==> config.mk <==
export PLATFORM = sky130hd
export DESIGN_NAME = pcc_config_bank
export DESIGN_NICKNAME = d
export VERILOG_FILES = /design/src/pcc_pkg.sv /design/src/pcc_config_bank.sv /design/src/pcc_ratio_decode.sv
export SDC_FILE = /design/constraint.sdc
export NUM_CORES = 1
export LEC_CHECK = 0
export BUFFER_PORTS_ARGS = -buffer_cell sky130_fd_sc_hd__buf_4
export CORE_ASPECT_RATIO = 1.5
export CORE_UTILIZATION = 45
export CTS_CLUSTER_SIZE = 14
export DETAILED_ROUTE_END_ITERATION = 7
export HOLD_SLACK_MARGIN = 0.02
export PLACE_DENSITY_LB_ADDON = 0.25
export SLEW_MARGIN = 25
export SYNTH_ARGS = -nofsm -noshare
export SYNTH_HDL_FRONTEND = slang
export SYNTH_HIERARCHICAL = 1
export SYNTH_SLANG_ARGS = --single-unit
==> constraint.sdc <==
create_clock -name hclk -period 3.68 [get_ports hclk]
set_input_delay 0 -clock hclk [delete_from_list [all_inputs] [get_ports hclk]]
set_output_delay 0 -clock hclk [all_outputs]
set_load 0.005 [all_outputs]
==> src/pcc_pkg.sv <==
// package: register map, field layout, reset values and carriers for the power and clock bank
package pcc_pkg;

    // ------------------------------------------------------------
    // register indices (byte address is four times the index)
    // ------------------------------------------------------------
    localparam logic [7:0] PCC_IDX_HEADPHONE = 8'h0E; // headphone_output_power
    localparam logic [7:0] PCC_IDX_LINE = 8'h0F; // line_output_power
    localparam logic [7:0] PCC_IDX_SPK_MIXER = 8'h10; // speaker_mixer_power
    localparam logic [7:0] PCC_IDX_SPK_OUTPUT = 8'h11; // speaker_output_power
    localparam logic [7:0] PCC_IDX_CONVERTER = 8'h12; // converter_power
    localparam logic [7:0] PCC_IDX_MCLK_DIV = 8'h14; // master_clock_divider
    localparam logic [7:0] PCC_IDX_SYS_RATES = 8'h15; // system_clock_rates
    localparam logic [7:0] PCC_IDX_RATIO_STATUS = 8'h20; // decoded ratio, read only

    // ------------------------------------------------------------
    // field positions
    // ------------------------------------------------------------
    localparam int PCC_POS_LEFT = 1; // left enable in the pair registers
    localparam int PCC_POS_RIGHT = 0; // right enable in the pair registers
    localparam int PCC_POS_DAC_L = 3;
    localparam int PCC_POS_DAC_R = 2;
    localparam int PCC_POS_ADC_L = 1;
    localparam int PCC_POS_ADC_R = 0;
    localparam int PCC_POS_HALVE = 0;
    localparam int PCC_POS_SRC_SEL = 15;
    localparam int PCC_POS_RATIO_LO = 10; // ratio field is 13:10
    localparam int PCC_POS_MODE_LO = 8; // family mode field is 9:8
    localparam int PCC_POS_RSVD_FLAG = 16; // reserved flag in the status word

    // ------------------------------------------------------------
    // widths, reset values and family mode codes
    // ------------------------------------------------------------
    localparam int PCC_RATIO_W = 11; // holds up to 1632
    localparam logic [3:0] PCC_RATIO_RST = 4'h3; // 256*fs in family 00
    localparam logic [1:0] PCC_MODE_RST = 2'h0;
    localparam logic [1:0] PCC_MODE_256 = 2'h0; // 256*fs related clocks
    localparam logic [1:0] PCC_MODE_272 = 2'h1; // 272*fs related clocks
    localparam logic [1:0] PCC_MODE_250 = 2'h2; // 250*fs related clocks
    localparam logic [10:0] PCC_RATIO_VAL_RST = 11'h100; // 256, decode of the reset field

    // ------------------------------------------------------------
    // ahb-lite codes
    // ------------------------------------------------------------
    localparam logic [2:0] PCC_HSIZE_WORD = 3'h2;

    // ------------------------------------------------------------
    // carriers
    // ------------------------------------------------------------
    typedef struct packed {
        logic left_headphone_enable;
        logic right_headphone_enable;
        logic left_line_output_enable;
        logic right_line_output_enable;
        logic left_speaker_mixer_enable;
        logic right_speaker_mixer_enable;
        logic left_speaker_output_enable;
        logic right_speaker_output_enable;
        logic left_playback_converter_enable;
        logic right_playback_converter_enable;
        logic left_record_converter_enable;
        logic right_record_converter_enable;
    } pcc_power_s;

    typedef struct packed {
        logic master_clock_halve;
        logic system_clock_source_select;
        logic [3:0] clock_to_rate_ratio;
        logic [1:0] clock_family_mode;
    } pcc_clock_s;

endpackage : pcc_pkg

==> src/pcc_config_bank.sv <==
// module: ahb-lite register bank for output power gating and system clock selection
//
// Function
// - headphone left/right enables, cleared at reset
// - line output left/right enables, cleared at reset
// - speaker mixer left/right enables, default off
// - speaker output left/right enables, default off
// - playback converters: left bit3, right bit2
// - record converters: left bit1, right bit0
// - halve bit divides master clock by two
// - bit 15 selects master clock or loop
// - ratio field 13:10 resets 0011, mode 9:8
// - family 00 ratio codes decode to multiples, 0110 reserved
// - family 01 ratio codes decode to multiples
// - family 10 ratio codes decode, some paired
module pcc_config_bank
    import pcc_pkg::*;
(
    // clock and reset
    input wire logic hclk,
    input wire logic hresetn,
    // ahb-lite slave
    input wire logic hsel,
    input wire logic [31:0] haddr,
    input wire logic [1:0] htrans,
    input wire logic hwrite,
    input wire logic [2:0] hsize,
    input wire logic [31:0] hwdata,
    input wire logic hready,
    output logic [31:0] hrdata,
    output logic hreadyout,
    output logic hresp,
    // stage power enables
    output pcc_power_s power,
    // system clock path controls
    output pcc_clock_s clock_cfg,
    // decoded ratio
    output logic [10:0] ratio,
    output logic ratio_reserved
);

    // ------------------------------------------------------------
    // address phase decode
    // ------------------------------------------------------------
    wire aph_go; // a transfer is taken this edge
    wire aph_word_ok; // aligned word inside the 1 KB window
    wire [7:0] aph_idx; // register index of the address phase
    wire aph_read; // read taken this edge

    assign aph_go = hsel & hready & htrans[1];
    assign aph_word_ok = (haddr[31:10] == 22'h000000) & (haddr[1:0] == 2'h0) & (hsize == PCC_HSIZE_WORD);
    assign aph_idx = haddr[9:2];
    assign aph_read = aph_go & ~hwrite;

    // ------------------------------------------------------------
    // data phase state
    // ------------------------------------------------------------
    logic dph_write_r; // data phase of an accepted write pending
    logic [7:0] dph_idx_r; // its register index

    // capture only well formed writes, anything else is dropped
    always_ff @(posedge hclk or negedge hresetn) begin
        if (!hresetn) begin
            dph_write_r <= 1'b0;
            dph_idx_r <= 8'h00;
        end else begin
            dph_write_r <= aph_go & hwrite & aph_word_ok;
            dph_idx_r <= aph_idx;
        end
    end

    // ------------------------------------------------------------
    // write strobes, one per register
    // ------------------------------------------------------------
    wire wr_hp; // headphone register written
    wire wr_line; // line output register written
    wire wr_mix; // speaker mixer register written
    wire wr_spk; // speaker output register written
    wire wr_conv; // converter register written
    wire wr_div; // divider register written
    wire wr_rates; // rates register written

    assign wr_hp = dph_write_r & (dph_idx_r == PCC_IDX_HEADPHONE);
    assign wr_line = dph_write_r & (dph_idx_r == PCC_IDX_LINE);
    assign wr_mix = dph_write_r & (dph_idx_r == PCC_IDX_SPK_MIXER);
    assign wr_spk = dph_write_r & (dph_idx_r == PCC_IDX_SPK_OUTPUT);
    assign wr_conv = dph_write_r & (dph_idx_r == PCC_IDX_CONVERTER);
    assign wr_div = dph_write_r & (dph_idx_r == PCC_IDX_MCLK_DIV);
    assign wr_rates = dph_write_r & (dph_idx_r == PCC_IDX_SYS_RATES);

    // ------------------------------------------------------------
    // next register values
    // ------------------------------------------------------------
    pcc_power_s power_r; // stage enables
    pcc_power_s power_nxt;
    pcc_clock_s clock_r; // clock path fields
    pcc_clock_s clock_nxt;

    // headphone pair
    assign power_nxt.left_headphone_enable = wr_hp ? hwdata[PCC_POS_LEFT] : power_r.left_headphone_enable;
    assign power_nxt.right_headphone_enable = wr_hp ? hwdata[PCC_POS_RIGHT] : power_r.right_headphone_enable;
    // line output pair
    assign power_nxt.left_line_output_enable = wr_line ? hwdata[PCC_POS_LEFT] : power_r.left_line_output_enable;
    assign power_nxt.right_line_output_enable =
        wr_line ? hwdata[PCC_POS_RIGHT] : power_r.right_line_output_enable;
    // speaker mixer pair
    assign power_nxt.left_speaker_mixer_enable = wr_mix ? hwdata[PCC_POS_LEFT] : power_r.left_speaker_mixer_enable;
    assign power_nxt.right_speaker_mixer_enable =
        wr_mix ? hwdata[PCC_POS_RIGHT] : power_r.right_speaker_mixer_enable;
    // speaker output pair
    assign power_nxt.left_speaker_output_enable =
        wr_spk ? hwdata[PCC_POS_LEFT] : power_r.left_speaker_output_enable;
    assign power_nxt.right_speaker_output_enable =
        wr_spk ? hwdata[PCC_POS_RIGHT] : power_r.right_speaker_output_enable;
    // converters, four bits in one register
    assign power_nxt.left_playback_converter_enable =
        wr_conv ? hwdata[PCC_POS_DAC_L] : power_r.left_playback_converter_enable;
    assign power_nxt.right_playback_converter_enable =
        wr_conv ? hwdata[PCC_POS_DAC_R] : power_r.right_playback_converter_enable;
    assign power_nxt.left_record_converter_enable =
        wr_conv ? hwdata[PCC_POS_ADC_L] : power_r.left_record_converter_enable;
    assign power_nxt.right_record_converter_enable =
        wr_conv ? hwdata[PCC_POS_ADC_R] : power_r.right_record_converter_enable;
    // clock path fields
    assign clock_nxt.master_clock_halve = wr_div ? hwdata[PCC_POS_HALVE] : clock_r.master_clock_halve;
    assign clock_nxt.system_clock_source_select =
        wr_rates ? hwdata[PCC_POS_SRC_SEL] : clock_r.system_clock_source_select;
    assign clock_nxt.clock_to_rate_ratio =
        wr_rates ? hwdata[PCC_POS_RATIO_LO +: 4] : clock_r.clock_to_rate_ratio;
    assign clock_nxt.clock_family_mode =
        wr_rates ? hwdata[PCC_POS_MODE_LO +: 2] : clock_r.clock_family_mode;

    // ------------------------------------------------------------
    // ratio decode on the next field values
    // ------------------------------------------------------------
    // decoding the next value keeps the ratio in step with the field,
    // at the cost of the decoder sitting on the write data path
    wire [10:0] ratio_nxt; // multiple of fs
    wire reserved_nxt; // code has no multiple

    pcc_ratio_decode u_ratio_decode (
        .rate_code(clock_nxt.clock_to_rate_ratio),
        .family(clock_nxt.clock_family_mode),
        .ratio(ratio_nxt),
        .reserved(reserved_nxt)
    );

    // ------------------------------------------------------------
    // register file
    // ------------------------------------------------------------
    logic [10:0] ratio_r; // decoded multiple
    logic ratio_reserved_r; // reserved code flag

    // all enables off, master clock undivided and selected, 256*fs
    always_ff @(posedge hclk or negedge hresetn) begin
        if (!hresetn) begin
            power_r <= '0;
            clock_r.master_clock_halve <= 1'b0;
            clock_r.system_clock_source_select <= 1'b0;
            clock_r.clock_to_rate_ratio <= PCC_RATIO_RST;
            clock_r.clock_family_mode <= PCC_MODE_RST;
            ratio_r <= PCC_RATIO_VAL_RST;
            ratio_reserved_r <= 1'b0;
        end else begin
            power_r <= power_nxt;
            clock_r <= clock_nxt;
            ratio_r <= ratio_nxt;
            // a reserved code is flagged, not blocked: software must avoid it
            ratio_reserved_r <= reserved_nxt;
        end
    end

    // ------------------------------------------------------------
    // read mux, fed from the next values
    // ------------------------------------------------------------
    // using _nxt lets a read that follows a write back to back see
    // the freshly written value with no wait state
    logic [31:0] rd_word; // word for the address phase index

    always_comb begin
        rd_word = 32'h00000000;
        case (aph_idx)
            PCC_IDX_HEADPHONE: begin
                rd_word[PCC_POS_LEFT] = power_nxt.left_headphone_enable;
                rd_word[PCC_POS_RIGHT] = power_nxt.right_headphone_enable;
            end
            PCC_IDX_LINE: begin
                rd_word[PCC_POS_LEFT] = power_nxt.left_line_output_enable;
                rd_word[PCC_POS_RIGHT] = power_nxt.right_line_output_enable;
            end
            PCC_IDX_SPK_MIXER: begin
                rd_word[PCC_POS_LEFT] = power_nxt.left_speaker_mixer_enable;
                rd_word[PCC_POS_RIGHT] = power_nxt.right_speaker_mixer_enable;
            end
            PCC_IDX_SPK_OUTPUT: begin
                rd_word[PCC_POS_LEFT] = power_nxt.left_speaker_output_enable;
                rd_word[PCC_POS_RIGHT] = power_nxt.right_speaker_output_enable;
            end
            PCC_IDX_CONVERTER: begin
                rd_word[PCC_POS_DAC_L] = power_nxt.left_playback_converter_enable;
                rd_word[PCC_POS_DAC_R] = power_nxt.right_playback_converter_enable;
                rd_word[PCC_POS_ADC_L] = power_nxt.left_record_converter_enable;
                rd_word[PCC_POS_ADC_R] = power_nxt.right_record_converter_enable;
            end
            PCC_IDX_MCLK_DIV: begin
                rd_word[PCC_POS_HALVE] = clock_nxt.master_clock_halve;
            end
            PCC_IDX_SYS_RATES: begin
                rd_word[PCC_POS_SRC_SEL] = clock_nxt.system_clock_source_select;
                rd_word[PCC_POS_RATIO_LO +: 4] = clock_nxt.clock_to_rate_ratio;
                rd_word[PCC_POS_MODE_LO +: 2] = clock_nxt.clock_family_mode;
            end
            PCC_IDX_RATIO_STATUS: begin
                rd_word[10:0] = ratio_nxt;
                rd_word[PCC_POS_RSVD_FLAG] = reserved_nxt;
            end
            // unmapped index reads zero
            default: rd_word = 32'h00000000;
        endcase
    end

    // ------------------------------------------------------------
    // bus answer registers
    // ------------------------------------------------------------
    logic [31:0] hrdata_r; // read data for the data phase
    logic hreadyout_r; // never stalls after reset
    logic hresp_r; // always okay

    // read data is loaded at the address edge; malformed reads give zero
    always_ff @(posedge hclk or negedge hresetn) begin
        if (!hresetn) begin
            hrdata_r <= 32'h00000000;
            hreadyout_r <= 1'b1;
            hresp_r <= 1'b0;
        end else begin
            hrdata_r <= (aph_read & aph_word_ok) ? rd_word : 32'h00000000;
            hreadyout_r <= 1'b1;
            hresp_r <= 1'b0;
        end
    end

    // ------------------------------------------------------------
    // outputs
    // ------------------------------------------------------------
    assign hrdata = hrdata_r;
    assign hreadyout = hreadyout_r;
    assign hresp = hresp_r;
    assign power = power_r;
    assign clock_cfg = clock_r;
    assign ratio = ratio_r;
    assign ratio_reserved = ratio_reserved_r;
endmodule : pcc_config_bank

==> src/pcc_ratio_decode.sv <==
// module: turns the ratio code and family mode into a clock-to-sample-rate multiple
module pcc_ratio_decode
    import pcc_pkg::*;
(
    // field inputs
    input wire logic [3:0] rate_code,
    input wire logic [1:0] family,
    // decoded outputs
    output logic [10:0] ratio,
    output logic reserved
);

    // ------------------------------------------------------------
    // lookup, zero plus reserved for any code without a multiple
    // ------------------------------------------------------------
    always_comb begin
        ratio = 11'h000;
        reserved = 1'b0;
        case ({family, rate_code})
            // family 00, 256*fs related
            6'h00: ratio = 11'h040; // 64
            6'h01: ratio = 11'h080; // 128
            6'h02: ratio = 11'h0C0; // 192
            6'h03: ratio = 11'h100; // 256
            6'h04: ratio = 11'h180; // 384
            6'h05: ratio = 11'h200; // 512
            6'h07: ratio = 11'h400; // 1024
            6'h08: ratio = 11'h580; // 1408
            6'h09: ratio = 11'h600; // 1536
            // family 01, 272*fs related, low codes follow 17/16 of family 00
            6'h10: ratio = 11'h044; // 68
            6'h11: ratio = 11'h088; // 136
            6'h12: ratio = 11'h0CC; // 204
            6'h13: ratio = 11'h110; // 272
            6'h14: ratio = 11'h198; // 408
            6'h15: ratio = 11'h220; // 544
            6'h16: ratio = 11'h330; // 816
            6'h17: ratio = 11'h440; // 1088
            6'h18: ratio = 11'h5D8; // 1496
            6'h19: ratio = 11'h660; // 1632
            // family 10, 250*fs related, three code pairs share a multiple
            6'h20, 6'h21: ratio = 11'h07D; // 125
            6'h22, 6'h23: ratio = 11'h0FA; // 250
            6'h24: ratio = 11'h177; // 375
            6'h25: ratio = 11'h1F4; // 500
            6'h26: ratio = 11'h2EE; // 750
            6'h27, 6'h28: ratio = 11'h3E8; // 1000
            6'h29: ratio = 11'h5DC; // 1500
            // codes 1010..1111, family 11, unlisted 0110 of family 00
            default: reserved = 1'b1;
        endcase
    end

endmodule : pcc_ratio_decode
Word-level counts from Yosys, hierarchy flattened
Index checks and enable logic that the tools add are counted.
- word-level logic and storage cells: 115
- output and inout bits: 66
- register bits: 58
- equality and inequality tests: 44
- bitwise gates (word level): 16
- muxes and demuxes: 27
- reduce and logical (&&, ||, !) cells: 7
- operator list (kind ; number):
    $pmux 11 s26 ; 1
    $eq 8x5->1 const B ; 10
    $eq 6x5->1 const B ; 10
    $eq 6x6->1 const B ; 10
    $eq 8x4->1 const B ; 4
    $reduce_or 29->1 ; 1
    $logic_not 22->1 ; 1
    $eq 6x3->1 const B ; 3
    $mux 1 ; 17
    $mux 17 ; 1
    $and 1x1->1 ; 15
    $eq 6x2->1 const B ; 2
    $eq 6x4->1 const B ; 2
    $eq 8x6->1 const B ; 1
    $mux 4 ; 2
    $pmux 1 s7 ; 1
    $eq 6x1->1 const B ; 1
    $logic_not 6->1 ; 1
    $pmux 1 s6 ; 1
    $pmux 3 s2 ; 1
    $reduce_or 2->1 ; 3
    $pmux 2 s2 ; 1
    $eq 3x2->1 const B ; 1
    $mux 3 ; 1
    3 further kinds ; 3

Logic depth before layout (Yosys ltp)
- depth in word-level cells: 8
- gate-level depth with buffers: 11
- mapped depth without buffers: 9

Cells and area by module
Netlist, hierarchy kept.
- modules (own cells, without submodules) (module ; times used ; cells each ; area each (um2)):
    pcc_config_bank ; 1 ; 195 ; 2501.1
    pcc_ratio_decode ; 1 ; 74 ; 505.5

Worst setup path after synthesis
No wires, ideal clock.
- path type: reg2reg
- from: reg dph_idx_r[5]
- to: reg hrdata_r[3], in the netlist hrdata[3]
- buffers on the path: 2
- library setup time: 72 ps
- stages on the path, launching flop included: 12
- arrival: 2806 ps
- setup slack: 801 ps
- cell sequence: dfrtp_1 > or4b_1 > buf_2 > nor4_4 > mux2_2 > buf_6 > nand2b_1 > o31ai_1 > a21oi_1 > o32ai_1 > a22oi_1 > nor2_1
- RTL lines (element ; line ; RTL):
    start, declared ; pcc_config_bank.sv:59 ; logic [7:0] dph_idx_r;
    start signal, assigned ; pcc_config_bank.sv:68 ; dph_idx_r <= aph_idx;
    end signal, assigned ; pcc_config_bank.sv:236 ; hrdata_r <= (aph_read & aph_word_ok) ? rd_word : 32'h00000000;
    end, declared ; pcc_config_bank.sv:225 ; logic [31:0] hrdata_r;

==> flow_summary.ini <==
[run_status]
status = finished clean

[logic_synthesis]
yosys_warnings = 6
synth_cells = 269
synth.avg_cell_area_sq_um = 11.18
synth_cell_type_count = 68
synth-edff-count = 0
synth_flop_cell = dfrtp_1
async_flop_share_pct = 100.0
syn-cell-area_sq_um = 3007
synth_seq_cells = 57
yosysSeqAreaShare_pct = 47.57

[timing]
worst_slew_pin_slew_ns = 0.7072
fin_crit_ns = 3.223
hold_violations = 0
max_freq_mhz = 310.3
timing.final.crit_share_pct = 87.58
tns_ns = 0
skew_ns = 0.008502
relSlewSlack_pct = 52.85
rsz0062_at_grt = false
setup_viol = 0
finalMaxSlewViolations = 0

[route]
routed-via-count = 2471
ant_nets = 0
wire_per_inst_microns = 16.38
drc = 0
vias_per_cell = 5.383
drtIter0Drc = 172
first_pass_iters = 6
wirelength_mm = 7.520

[pwr]
p_leak_nw = 1.877
p_per_area_nw_per_um2 = 340.9
peakVddDrop_uv = 179.2

[cells_and_area]
syn2layout_area_growth_pct = 34.17
drive_above_1_share_pct = 39.95
finalNetCount = 452
diodes = 0
final_util_pct = 62.19

[die]
row_count = 36
start_util_pct = 46.35
dieArea_sq_um = 7019
core_area_sq_um = 6486
num_io_pins = 140
die_w_microns = 68.74
die_h_microns = 102.1

[worst_setup_path]
endpoint_kind = register
required_ns = 3.94
r2r_slack_ns = 0.46
crit_fanout = 15
worstPathCellList = or4b_1 > nor4_4 > mux2_2 > nand2b_1 > o41ai_1 > a22oi_1 > nor2_1
slowest_stage = or4b_1
crit_path_max_incr_delay_ns = 0.62
start_kind = register
worstSetupPathType = reg -> reg
cp_data_arrival_time_ns = 3.49

[global_route]
grtUsageTotal_pct = 22.79
grt_pass1_wl_mm = 11.48
grt_max_degree = 58
antenna_found_initial = 0
gr-total-overflow = 0
first_global_vias = 2352

[placement]
gp_congestion = 0.8743
io_buffers = 99
dp_hpwl_mm = 5.443

[cts]
cts.clk_slew.worst_paths_ns = 0.07
cts_buffers = 9
clock_sinks = 57
ctsHtreeMaxLevel = 3
post_cts_buffers = 0
cts-root-buf = clkbuf_8
cts_tree = yes
clock_latency_ns = 0.33
clockBufferDepth = 2

[min_path]
hold_class = in -> reg

[job]
max_cap_violations = 0
-- per-layer routing --
layer / wire length [microns] / global-route usage, % / vias to the layer above
met5: 0 / 0 / -
met4: 198 / 10.99 / 0
met3: 266 / 4.911 / 17
met2: 4202 / 39.44 / 64
met1: 2853 / 25.94 / 1202
li1: - / - / 1188
-- cells in the final DEF, fill, tap and decap left out, drive strengths merged, types with 9 or more instances in the layout --
cell / netlist / routed
inv: 9 / 9
buf: 30 / 100
mux2: 19 / 19
clkbuf: 4 / 10
nor4: 10 / 10
conb: 2 / 18
nor2: 15 / 15
dfrtp: 54 / 54
and2: 10 / 10
dlygate4sd3: 0 / 16
-- timing repair --
item / in CTS / in global routing
hold buffers: 16 / 0
resized for setup: 0 / 0
hold endpoints to repair: 77 / 0
-- worst max-delay path, delay by kind of cell (launching register included) --
| family | cells | cell delay [ns] |
|---|---|---|
| flops | 1 | 0.35 |
| mux | 1 | 0.53 |
| simple gates | 4 | 1.54 |
| compound gates | 2 | 0.74 |
-- registers in the layout, indices dropped and copies added, names as in the netlist --
register        flops
ratio              11
hrdata             16
dph_write_r         1
clock_cfg           8
dph_idx_r           8
ratio_reserved      1
power              12
-- per-stage QoR --
stage	setup slack [ns]	area [sq um]	std cells	hold slack [ns]	total power, mW
floorplan	0.8011	3067	285	-0.2956	0.6938
global placement	0.4807	3664	427	0.08575	0.7460
detailed placement	0.4749	3664	427	0.09913	0.7480
CTS	0.4426	4034	459	0.07576	1.393
global route	0.2194	4034	459	0.08953	1.433
finish	0.4569	4034	459	0.08856	1.375
-- cells by family (layout without fill, tap and decap cells) --
logic type / after synthesis / in the layout / synth area share, %
xor gates and xnor gates: 3 / 3 / 0.8741
buffers and inverters: 43 / 141 / 9.405
and+or+nand+nor: 89 / 89 / 20.68
muxes: 22 / 22 / 8.115
other: 2 / 18 / 0.2498
DFF: 57 / 57 / 47.57
AOI/OAI and AO/OA: 53 / 53 / 13.11
-- synthesized netlist by cell type, drive strengths merged (8+ instances only) --
| master | instances | area share, % |
|---|---|---|
| buf | 30 | 7.8 |
| a21oi | 8 | 1.3 |
| mux2 | 19 | 7.1 |
| dfrtp | 54 | 45 |
| inv | 9 | 1.1 |
| and2 | 10 | 2.1 |
| nor4 | 10 | 3.6 |
| nor3 | 8 | 1.7 |
| nor2 | 15 | 1.9 |
-- layout make-up --
class	count	area, sq um
Clock buffer	10	127.6
Clock inverter	6	82.58
Fill cell	558	2452
Inverter	9	33.78
Multi-Input combinational cell	185	1354
Sequential cell	57	1430
Tap cell	76	95.09
Timing Repair Buffer	116	910.9
-- where the power goes --
part,switching [mW],internal [mW]
clock network,0.248,0.378
logic,0.0485,0.0594
registers,0.00683,0.635
total,0.304,1.07
-- final timing paths --
path,from,to,cells past startpoint
setup reg to reg,dph_idx_r[5]$_DFF_PN0_,hrdata[2]$_DFF_PN0_,7
min in group asynchronous,hresetn,clock_cfg[4]$_DFF_PN0_,2
hold / removal,hwdata[8],clock_cfg[0]$_DFF_PN0_,2
max in group asynchronous,hresetn,hrdata[16]$_DFF_PN0_,2
hold reg to reg,clock_cfg[6]$_DFF_PN0_,clock_cfg[6]$_DFF_PN0_,1
setup / recovery,dph_idx_r[5]$_DFF_PN0_,hrdata[2]$_DFF_PN0_,7
Power figures use the tool's default switching activity.
